$ cat src/skip_unit_consts.vh
// opcode fields and widths for the signed compare-and-skip unit
`ifndef SKIP_UNIT_CONSTS_VH
`define SKIP_UNIT_CONSTS_VH
`define OPC_HI_NIBBLE 4'hE
`define OPC_MID_NIBBLE 4'h6
`define OPC_SEL_NIBBLE 4'h1
`define OPC_HI_MSB 23
`define OPC_MID_MSB 19
`define OPC_DIR_BIT 15
`define OPC_SEL_MSB 7
`define OPC_ZERO_MSB 9
`define FLD_FIRST_MSB 14
`define FLD_FIRST_LSB 11
`define FLD_WIDTH_BIT 10
`define FLD_SECOND_MSB 3
`define FLD_SECOND_LSB 0
`define INSN_W 24
`define DATA_W 16
`define BYTE_W 8
`define PC_STEP_ONE 2
`define PC_STEP_TWO 4
`endif

$ cat src/signed_compare.v
// signed compare by subtraction at byte or word width
`timescale 1ns/1ns
`default_nettype none
module signed_compare #(
    parameter DATA_W = 16,
    parameter BYTE_W = 8
) (
    // operands
    input wire [DATA_W-1:0] op_a,
    input wire [DATA_W-1:0] op_b,
    input wire byte_mode,
    // results
    output wire a_gt_b,
    output wire a_lt_b
);
    wire [DATA_W:0] diff_w;
    wire [BYTE_W:0] diff_b;
    wire lt_w;
    wire lt_b;
    wire eq_w;
    wire eq_b;
    // sign-extended difference avoids overflow in the less-than test
    assign diff_w = {op_a[DATA_W-1], op_a} - {op_b[DATA_W-1], op_b};
    assign diff_b = {op_a[BYTE_W-1], op_a[BYTE_W-1:0]} - {op_b[BYTE_W-1], op_b[BYTE_W-1:0]};
    assign lt_w = diff_w[DATA_W];
    assign lt_b = diff_b[BYTE_W];
    assign eq_w = (diff_w == {(DATA_W+1){1'b0}});
    assign eq_b = (diff_b == {(BYTE_W+1){1'b0}});
    assign a_lt_b = byte_mode ? lt_b : lt_w;
    assign a_gt_b = byte_mode ? (~lt_b & ~eq_b) : (~lt_w & ~eq_w);
endmodule // signed_compare
`default_nettype wire

$ cat src/signed_compare_skip_unit.v
// decode and execute of the signed compare-and-skip instructions
// Operation
// - greater-than skip decodes from nibbles 1110, 0110, third nibble msb 0, selector 0001.
// - less-than skip decodes from nibbles 1110, 0110, third nibble msb 1, selector 0001.
// - greater-than compares the operands as signed two's-complement values.
// - less-than compares the operands as signed two's-complement values.
// - comparison is first minus second, result discarded, no register or flag written.
// - first signed-greater than second in greater-than form squashes the next instruction.
// - first signed-less than second in less-than form squashes the next instruction.
// - a squashed instruction is replaced by a no-operation in the following cycle.
// - a false condition lets the next instruction run with no squash or extra cycle.
// - width bit 0 selects word, 1 selects byte comparing only the low eight bits.
// - a four-bit field addresses the first operand among sixteen working registers.
// - the low four-bit field addresses the second operand among sixteen registers.
// - one word, one cycle when not skipping, two or three cycles when skipping.
`timescale 1ns/1ns
`default_nettype none
`include "skip_unit_consts.vh"
module signed_compare_skip_unit #(
    parameter DATA_W = `DATA_W,
    parameter INSN_W = `INSN_W
) (
    // clock and reset
    input wire sys_clk,
    input wire rstn,
    // executing instruction
    input wire exec_valid,
    input wire [INSN_W-1:0] exec_insn,
    // register file read ports
    output wire [3:0] first_operand_register,
    output wire [3:0] second_operand_register,
    input wire [DATA_W-1:0] first_operand_data,
    input wire [DATA_W-1:0] second_operand_data,
    // prefetched instruction
    input wire next_two_word,
    // pipeline control
    output wire is_skip_insn,
    output wire squash_next,
    output reg [2:0] pc_skip_bytes_ff,
    output wire stall,
    output wire exec_nop_ff_out
);
    // one-hot phases of a taken skip: idle, first nop slot, second nop slot
    localparam ST_IDLE = 3'b001;
    localparam ST_SLOT1 = 3'b010;
    localparam ST_SLOT2 = 3'b100;
    // pc advance past the squashed follower, in bytes
    localparam [2:0] STEP_ONE_WORD = `PC_STEP_ONE;
    localparam [2:0] STEP_TWO_WORD = `PC_STEP_TWO;
    localparam [2:0] STEP_NONE = 3'h0;

    // phase and follower size
    reg [2:0] state_ff;
    reg [2:0] nxt_state;
    reg two_word_ff;
    reg nxt_two_word;
    // registered outputs
    reg nop_ff;
    reg nxt_nop;
    reg [2:0] nxt_skip_bytes;
    // instruction fields
    wire [3:0] opc_hi_field;
    wire [3:0] opc_mid_field;
    wire [3:0] opc_sel_field;
    wire [1:0] opc_zero_field;
    wire dir_bit;
    wire byte_mode;
    // decode and compare
    wire base_match;
    wire is_gt;
    wire is_lt;
    wire a_gt_b;
    wire a_lt_b;
    wire gt_hit;
    wire lt_hit;
    wire in_idle;
    wire take_skip;

    // four-bit register address at a given field position
    function [3:0] reg_field;
        input [INSN_W-1:0] insn;
        input integer lsb;
        begin
            reg_field = insn[lsb +: 4];
        end
    endfunction

    // fixed opcode bits shared by both variants
    function decode_base;
        input [3:0] hi;
        input [3:0] mid;
        input [3:0] sel;
        input [1:0] zero;
        begin
            decode_base = (hi == `OPC_HI_NIBBLE)
                && (mid == `OPC_MID_NIBBLE)
                && (sel == `OPC_SEL_NIBBLE)
                && (zero == 2'h0);
        end
    endfunction

    assign opc_hi_field = exec_insn[`OPC_HI_MSB -: 4];
    assign opc_mid_field = exec_insn[`OPC_MID_MSB -: 4];
    assign opc_sel_field = exec_insn[`OPC_SEL_MSB -: 4];
    assign opc_zero_field = exec_insn[`OPC_ZERO_MSB -: 2];
    assign dir_bit = exec_insn[`OPC_DIR_BIT];
    assign byte_mode = exec_insn[`FLD_WIDTH_BIT];
    // addresses go out every cycle; an unused read costs the register file nothing
    assign first_operand_register = reg_field(exec_insn, `FLD_FIRST_LSB);
    assign second_operand_register = reg_field(exec_insn, `FLD_SECOND_LSB);

    assign base_match = exec_valid
        && decode_base(opc_hi_field, opc_mid_field, opc_sel_field, opc_zero_field);
    assign is_gt = base_match && !dir_bit;
    assign is_lt = base_match && dir_bit;
    assign is_skip_insn = is_gt || is_lt;

    // no write port exists: the difference never leaves the comparator
    signed_compare #(
        .DATA_W(DATA_W),
        .BYTE_W(`BYTE_W)
    ) u_cmp (
        .op_a(first_operand_data),
        .op_b(second_operand_data),
        .byte_mode(byte_mode),
        .a_gt_b(a_gt_b),
        .a_lt_b(a_lt_b)
    );

    // a nop slot runs no instruction of its own, so no skip can start there
    assign in_idle = (state_ff == ST_IDLE);
    assign gt_hit = is_gt && a_gt_b;
    assign lt_hit = is_lt && a_lt_b;
    assign take_skip = in_idle && (gt_hit || lt_hit);
    assign squash_next = take_skip;
    // a two-word follower holds the fetch in the cycle the skip is taken, not in a nop slot
    assign stall = take_skip && next_two_word;
    assign exec_nop_ff_out = nop_ff;

    // next phase
    always @* begin
        nxt_state = state_ff;
        case (state_ff)
            ST_IDLE: begin
                if (take_skip) begin
                    nxt_state = ST_SLOT1;
                end
            end
            ST_SLOT1: begin
                if (two_word_ff) begin
                    nxt_state = ST_SLOT2;
                end else begin
                    nxt_state = ST_IDLE;
                end
            end
            ST_SLOT2: begin
                nxt_state = ST_IDLE;
            end
            default: begin
                // an illegal code returns to idle instead of locking the decoder out
                nxt_state = ST_IDLE;
            end
        endcase
    end

    // size of the squashed follower, kept for the second slot
    always @* begin
        nxt_two_word = 1'b0;
        case (state_ff)
            ST_IDLE: begin
                if (take_skip) begin
                    nxt_two_word = next_two_word;
                end
            end
            ST_SLOT1: begin
                nxt_two_word = two_word_ff;
            end
            ST_SLOT2: begin
                nxt_two_word = 1'b0;
            end
            default: begin
                nxt_two_word = 1'b0;
            end
        endcase
    end

    // pc step, one cycle after the skip is taken
    always @* begin
        nxt_skip_bytes = STEP_NONE;
        case (state_ff)
            ST_IDLE: begin
                if (take_skip && next_two_word) begin
                    nxt_skip_bytes = STEP_TWO_WORD;
                end else if (take_skip) begin
                    nxt_skip_bytes = STEP_ONE_WORD;
                end
            end
            ST_SLOT1: begin
                nxt_skip_bytes = STEP_NONE;
            end
            ST_SLOT2: begin
                nxt_skip_bytes = STEP_NONE;
            end
            default: begin
                nxt_skip_bytes = STEP_NONE;
            end
        endcase
    end

    // every phase but idle is a nop slot
    always @* begin
        nxt_nop = (nxt_state != ST_IDLE);
    end

    always @(posedge sys_clk or negedge rstn) begin
        if (!rstn) begin
            state_ff <= ST_IDLE;
            two_word_ff <= 1'b0;
        end else begin
            state_ff <= nxt_state;
            two_word_ff <= nxt_two_word;
        end
    end

    // outputs stay registered so the pc adder sees a clean step
    always @(posedge sys_clk or negedge rstn) begin
        if (!rstn) begin
            nop_ff <= 1'b0;
            pc_skip_bytes_ff <= STEP_NONE;
        end else begin
            nop_ff <= nxt_nop;
            pc_skip_bytes_ff <= nxt_skip_bytes;
        end
    end
endmodule // signed_compare_skip_unit
`default_nettype wire

$ cat config.mk
export PLATFORM = sky130hd
export DESIGN_NAME = signed_compare_skip_unit
export DESIGN_NICKNAME = d
export VERILOG_FILES = /design/src/signed_compare.v /design/src/signed_compare_skip_unit.v
export VERILOG_INCLUDE_DIRS = /design/src
export SDC_FILE = /design/constraint.sdc
export NUM_CORES = 1
export LEC_CHECK = 0
export ABC_AREA = 1
export BUFFER_PORTS_ARGS = -buffer_cell sky130_fd_sc_hd__buf_2
export CORE_ASPECT_RATIO = 2
export CORE_MARGIN = 3
export CORE_UTILIZATION = 35
export DETAILED_ROUTE_END_ITERATION = 7
export PLACE_DENSITY = 0.68
export SLEW_MARGIN = 10
export SYNTH_ARGS = -nofsm -noshare
export SYNTH_HDL_FRONTEND = slang
export SYNTH_SLANG_ARGS = --single-unit
$ cat constraint.sdc
create_clock -name sys_clk -period 2.3 [get_ports sys_clk]
set_input_delay 0 -clock sys_clk [delete_from_list [all_inputs] [get_ports sys_clk]]
set_output_delay 0 -clock sys_clk [all_outputs]
set_load 0.1 [all_outputs]
==> metrics, run 1 <==
Final Cycle Share roughly nine tenths; Power Dens Cells 329 nW/um^2; Clock Power Share about a quarter; clock buffer count from CTS 3; final setup fails 0; Logic pwr share 55.8%; antenna violations before repair 0; share of cells above drive strength 1 between 20% and 30%; Setup TNS 0 ns; register area share after synthesis between 10% and 20%; initial core utilization ~37%; worst path arrival time between 2 and 2.5 ns; vias in the first global route 1685; Final HPWL DP between 3000 and 4000 um; Post-synth EDFFs 0; Hold Crit Endpoint second_operand_register[0]; fill cell count approximately 490; Sw Ratio about two fifths; vias per inst around 4.6; Iter 0 DRT Violations 27; fin util 45.6%; Max Cap Viol 0; Adder-Cell Fraction of Synth Area 13.7%; largest family of logic cells by synthesized area simple AND/OR/NAND/NOR gates; NetSw approximately 0.27 mW; simple logic cell fraction of the synthesized area about 44%; reg2reg start state_ff[0]; ys async rst share 100%; first-pass GRT wire length about 6400 um; average wire per standard cell 10.0 um; Clock Skew 0.00131 ns; Hold Crit Start exec_insn[0]; port bufs 57; capturing element type of the critical path output pin; startpoint types primary input; total track usage approximately 15%; count leader, synth nand2_1; ANT nets after route 0; Post-Synthesis Cell Area ~1600 sq um; total core area roughly 4400 sq um; io pins 75; H-tree depth 1; Crit Path Category primary input to output pin; Achievable Freq between 0.4 and 0.5 GHz; Mapped Nets 370; Critical R2R Capture state_ff[0]; drt first pass iters 4; FF+latch count, synth 7; Synth Area in Compound Gates approximately 5.5%; internal power slightly below 0.4 mW; NumNets Final 425; Top FF cell, synth dfrtp_1; register area 176 sq um; mux cell area share after synthesis 0%; ANT cells 0; Num Clock Sinks 7; Leakage ~1.3 nW; die width roughly 54 um; largest net degree at the start of global routing 8; synth cell count leaders nand2_1 (95), inv_1 (79), nand3_1 (19), ha_1 (16), nor2_1 (16); Site Rows 34; Syn Inst Count 293; clk_lat worst skew around 0.22 ns; Seq pwr share between 10% and 20%; total gr overflow 0; clk root buf clkbuf_8; Final Critical Period around 2.1 ns; synth top area cells nand2_1 (22%), inv_1 (18%), ha_1 (12%); DR DRC count 0; reg2reg path depth 5; Netlist cell types 25; CTS tree built; r2r setup slk 1.17 ns; Final Hold Viols 0; cell accounting for the most synthesized area nand2_1; synth warn 0; Syn Area/Cell 5.48 sq um; Area Overhead vs Synth 24.4%; RSZ-0062 raised after global routing false; Post-Route WL approximately 4000 um; full die area around 5500 sq um; post-synth top area share between 20% and 30%; worst-path maximum fanout 4; clk buf depth 2; Worst Path Required between 2 and 2.5 ns; VDD IR max 0.215 mV; multi-input logic area ~1100 sq um; Hold Path Cell Cnt 0; Die Ht 102 um; RD Place Congestion about 0.83; status completed; max-slew violations 0; xor and xnor fraction of the mapped netlist area 2.73%; post-CTS setup buffer count 0; DR vias 1860; Min-Delay Path Class primary input to output pin
[layer usage]
layer  vias up  routed length [um]  track usage (%)
li1        978                   -                -
met1       802                1300             12.5
met2        62                2290             31.5
met3        18                 243             1.33
met4         0                 179             8.86
met5         -                   0                0
[cells in the final DEF, fill, tap and decap left out]
cell | Yosys | final
nand2_1 | 95 | 95
inv_1 | 79 | 77
buf_2 | 0 | 55
nand3_1 | 19 | 18
nor2_1 | 16 | 16
ha_1 | 16 | 16
a21oi_1 | 9 | 9
nand4_1 | 7 | 7
dfrtp_1 | 6 | 6
nand2_2 | 5 | 5
nand3_2 | 4 | 5
xor2_1 | 5 | 5
inv_2 | 2 | 4
and2_1 | 4 | 4
nor3_1 | 3 | 3
clkbuf_8 | 0 | 3
a21oi_2 | 2 | 2
nand3b_1 | 2 | 2
o21ai_0 | 2 | 2
nor4_1 | 2 | 2
dlygate4sd3_1 | 0 | 2
buf_12 | 0 | 2
nor2_2 | 1 | 1
o21bai_2 | 1 | 1
o21ai_2 | 0 | 1
fa_2 | 0 | 1
conb_1 | 1 | 1
clkbuf_1 | 0 | 1
dfstp_2 | 1 | 1
[critical path, stage by stage]
cell     delay [ns]
buf_2          0.07
inv_1          0.03
ha_1           0.22
fa_2           0.37
inv_2          0.08
nand3_1        0.08
nand3_2        0.10
nand2_1        0.09
nand2_1        0.11
nand2_1        0.07
nand2_1        0.07
nand2_1        0.05
nand3_1        0.09
o21ai_2        0.08
a21oi_2        0.20
nand2_2        0.10
inv_1          0.11
buf_12         0.18
[cells by family after synthesis]
| logic type | count (synthesis) |
|---|---|
| simple gates | 158 |
| buf+inv | 90 |
| fa+ha+maj | 17 |
| compound gates | 15 |
| flops | 7 |
| xor+xnor | 5 |
| other cells | 1 |
[layout make-up]
cell class                 count  share of cell area (%)
timing repair buffer          59                    16.8
multi-input combinational    196                    53.5
clock buffer                   4                    2.26
tap                           54                    3.38
inverter                      81                    15.2
sequential                     7                    8.83
[how the worst max path moves through the flow]
stage | startpoint | to | slack, ns
final | first_operand_data[0] | squash_next | 0.21
after global routing | first_operand_data[0] | stall | 0.02
after CTS | first_operand_data[0] | stall | 0.09
after detailed placement | first_operand_data[0] | stall | 0.1
after global placement | first_operand_data[0] | stall | 0.20
after floorplan | first_operand_data[0] | stall | 0.07
[per-stage QoR]
| stage | total power [mW] | instance area [sq um] | setup WS, ns | cells | hold slack (ns) |
|---|---|---|---|---|---|
| 5_1_grt | 0.726 | 2000 | 0.0226 | 401 | 0.000149 |
| 4_1_cts | 0.658 | 1990 | 0.0884 | 401 | 0.000681 |
| 3_5_place_dp | 0.484 | 1920 | 0.0964 | 395 | -0.167 |
| 2_1_floorplan | 0.448 | 1610 | 0.0672 | 293 | -0.296 |
| 6_report | 0.657 | 2000 | 0.214 | 401 | 0.0000363 |
| 3_3_place_gp | 0.479 | 1920 | 0.197 | 395 | -0.169 |
[state kept, by name, indices dropped and copies added, names as in the netlist]
name / cells
pc_skip_bytes_ff: 2
exec_nop_ff_out: 1
state_ff: 3
two_word_ff: 1
[power groups by stage]
stage / combinational [mW] / clock, mW / sequential, mW
after floorplan: 0.322 / 0 / 0.125
after global placement: 0.353 / 0 / 0.125
after detailed placement: 0.358 / 0 / 0.125
after CTS: 0.363 / 0.171 / 0.124
after global routing: 0.421 / 0.181 / 0.124
final: 0.366 / 0.167 / 0.124
[repair_timing]
item | CTS | global route
hold buffers | 2 | 0
resized for setup | 0 | 5
endpoints found under the hold margin | 8 | 0
setup endpoints to repair | 0 | 2
Power figures use the tool's default switching activity.
==> run 2, diff against run 1 <==
--- a/config.mk
+++ b/config.mk
@@ -6,13 +6,13 @@
 export SDC_FILE = /design/constraint.sdc
 export NUM_CORES = 1
 export LEC_CHECK = 0
-export ABC_AREA = 1
 export BUFFER_PORTS_ARGS = -buffer_cell sky130_fd_sc_hd__buf_2
 export CORE_ASPECT_RATIO = 2
 export CORE_MARGIN = 3
 export CORE_UTILIZATION = 35
 export DETAILED_ROUTE_END_ITERATION = 7
-export PLACE_DENSITY = 0.68
+export HOLD_SLACK_MARGIN = 0.1
+export PLACE_DENSITY = 0.69
 export SLEW_MARGIN = 10
 export SYNTH_ARGS = -nofsm -noshare
 export SYNTH_HDL_FRONTEND = slang
==> metrics, run 2 <==
Mapped Nets 267 (-28%); max reg flops 3 (unchanged); DR vias 1829 (-1.7%); first-pass GRT wire length 7350 um (+15%); H-tree depth 1 (unchanged); Final Critical Period 2.49 ns (+0.401 ns); max-slew violations 0 (unchanged); synth cell count leaders inv_1 (23), ha_1 (16), nor2_1 (15), nand2_1 (11); status finished, violations left; share of cells above drive strength 1 45.9% (+23 points); Sw Ratio 40.9% (about the same); post-synth top area share 13.7% (-8.5 points); capturing element type of the critical path output pin; CP max stage delay 0.56 ns (+0.19 ns); NumNets Final 372 (-12%); fin util 61.3% (+16 points); Syn Area/Cell 7.67 sq um (+40%); vias in the first global route 1889 (+12%); startpoint types primary input; Min-Delay Path Class primary input to asynchronous set/reset pin; largest registers state_ff x3, pc_skip_bytes_ff x2; Netlist cell types 56 (+120%); relative slew slack between 30% and 40%; Die Ht 97.2 um (-4.5%); total core area 3920 sq um (-10%); ANT nets after route 0 (unchanged); Worst Path Required 2.30 ns (about the same); multi-input logic area 1260 sq um (+18%); Leakage 1.24 nW (-7.6%); ys async rst share 100% (unchanged); WP depth 13 (-5); Post-Synthesis Cell Area 1460 sq um (-9.3%); Seq pwr share 14.9% (-4.0 points); Critical R2R Capture state_ff[0]; failing checks setup timing; register area 176 sq um (unchanged); worst path arrival time 2.49 ns (+0.40 ns); Max Cap Viol 0 (unchanged); average wire per standard cell 12.9 um (+29%); Post-synth EDFFs 0 (unchanged); total track usage 18.1% (+2.8 points); Iter 0 DRT Violations 31 (+15%); largest net degree at the start of global routing 8 (unchanged); reg2reg path depth 7 (+2); crit-path cells buf_8, inv_12, ha_4, fa_2, nor2b_4, o2111a_1, o21ai_2, o211ai_1, nand3_1, or4_4, o211ai_4, a21boi_4, buf_12; NetSw 0.339 mW (+26%); vias per inst 5.30 (+14%); Crit Path Category primary input to output pin; full die area 5020 sq um (-8.5%); Clock Power Share 20.5% (-4.9 points); Area Overhead vs Synth 65.1%; slowest cell on the critical path or4_4; fill cell count 378 (-23%); RD Place Congestion 0.871 (+4.7%); most common cell after layout, fill and taps aside buf_2; cell accounting for the most synthesized area ha_1; Final Cycle Share 108% (+17 points); RSZ-0062 raised after global routing true; clk buf depth 2 (unchanged); Post-Route WL 4450 um (+11%); Final Hold Viols 0 (unchanged); DR DRC count 0 (unchanged); crit path capture stall; Most flops, register state_ff; FF+latch count, synth 7 (unchanged); register area share after synthesis 12.1% (+1.1 points); commonest non-fill, non-tap cells in the layout buf_2 (54), buf_4 (44), inv_1 (21); Logic pwr share 64.5% (+8.7 points); ANT cells 0 (unchanged); worst-path maximum fanout 5 (+1); Crit path max-delay family compound AO/OA/AOI/OAI gates; CTS tree built; Top FF cell, synth dfrtp_1; Power Dens Cells 345 nW/um^2 (+4.8%); Num Clock Sinks 7 (unchanged); io pins 75 (unchanged); final setup fails 5 (+5); count leader, synth inv_1; reg2reg start state_ff[0]; r2r setup slk 0.53 ns (-0.64 ns); port bufs 57 (unchanged); Worst Setup SP first_operand_data[0]; clock buffer count from CTS 3 (unchanged); synth top area cells ha_1 (14%), dfrtp_1 (10%), inv_1 (5.9%); Clock transition at path regs about 0.040 ns; antenna violations before repair 0 (unchanged); PnR worst setup slack -0.187 ns (-0.401 ns); initial core utilization 37.1% (+0.48 points); Clock Skew 0.00210 ns (+0.000794 ns); Critical path buffers and inverters 3 (-2); Syn Inst Count 190 (-35%); clk root buf clkbuf_8; VDD IR max 0.199 mV (-7.6%); Final HPWL DP 3660 um (+3.0%); clk_lat worst skew 0.22 ns (about the same); die width 51.6 um (-4.2%); internal power 0.490 mW (+26%); Achievable Freq 0.402 GHz (-16%); drt first pass iters 4 (unchanged); synth warn 0 (unchanged); Setup TNS -0.696 ns (-0.696 ns); total gr overflow 0 (unchanged); Tightest Pin Transition approximately 1 ns; Site Rows 32 (-5.9%)
[run 2: cell count changes in the layout (fill, tap and decap cells not counted), sizes merged, moves of 6 or more]
cell | previous run | this run
a21o | 0 | 7
nor2b | 0 | 6
o21ai | 3 | 10
inv | 81 | 23
buf | 57 | 101
nand3 | 23 | 7
nand2 | 100 | 11
dlygate4sd3 | 2 | 10
nand4 | 7 | 1
[run 2: kinds of logic after synthesis]
logic type,synth area share (%)
compound gates,30.7
flops,12.1
mux,0.687
xor+xnor,3.61
other cells,0.257
simple gates,25.9
buf+inv,11.7
fa+ha+maj,15.1
[run 2: worst min path at each step]
stage,endpoint,cells after the start
final,two_word_ff,2
after global routing,two_word_ff,2
after CTS,two_word_ff,2
after detailed placement,two_word_ff,1
after global placement,state_ff[2],1
after floorplan,exec_nop_ff_out,0
[run 2: layout make-up]
| class | instances | area share, % |
|---|---|---|
| Multi-Input combinational cell | 149 | 52.6 |
| Timing Repair Buffer | 111 | 31.4 |
| Inverter | 23 | 4.11 |
| Sequential cell | 7 | 7.34 |
| Tap cell | 51 | 2.65 |
| Clock buffer | 4 | 1.87 |
[run 2: repair_timing]
action	CTS	global route
cloned	0	0
pin swaps	8	10
hold buffers	10	0
endpoints found under the hold margin	17	0
resized for setup	15	11
setup buffers	1	2
endpoints found under the setup margin	7	7
[run 2: metal layers]
metal	track usage (%)	vias up	routed length [um]
li1	-	906	-
met1	15.3	838	1450
met2	38.6	69	2650
met3	1.23	16	218
met4	7.27	0	131
met5	0	-	0
[run 2: metrics by stage]
step                      area [sq um]  hold slack, ns  setup slack [ns]  cells  total power [mW]
after detailed placement          2130          -0.167            -0.403    328             0.562
final                             2400           0.141            -0.187    345             0.829
after global routing              2400           0.156            -0.254    345             0.891
after CTS                         2330           0.142            -0.201    343             0.810
after floorplan                   1550          -0.296            -0.109    190             0.446
after global placement            2130          -0.170            -0.360    328             0.554
[run 2: power by group through the flow]
stage	Clock (mW)	Combinational, mW	Sequential [mW]
6_report	0.170	0.535	0.124
2_1_floorplan	0	0.320	0.125
5_1_grt	0.185	0.583	0.124
4_1_cts	0.171	0.515	0.124
3_3_place_gp	0	0.428	0.125
3_5_place_dp	0	0.437	0.125
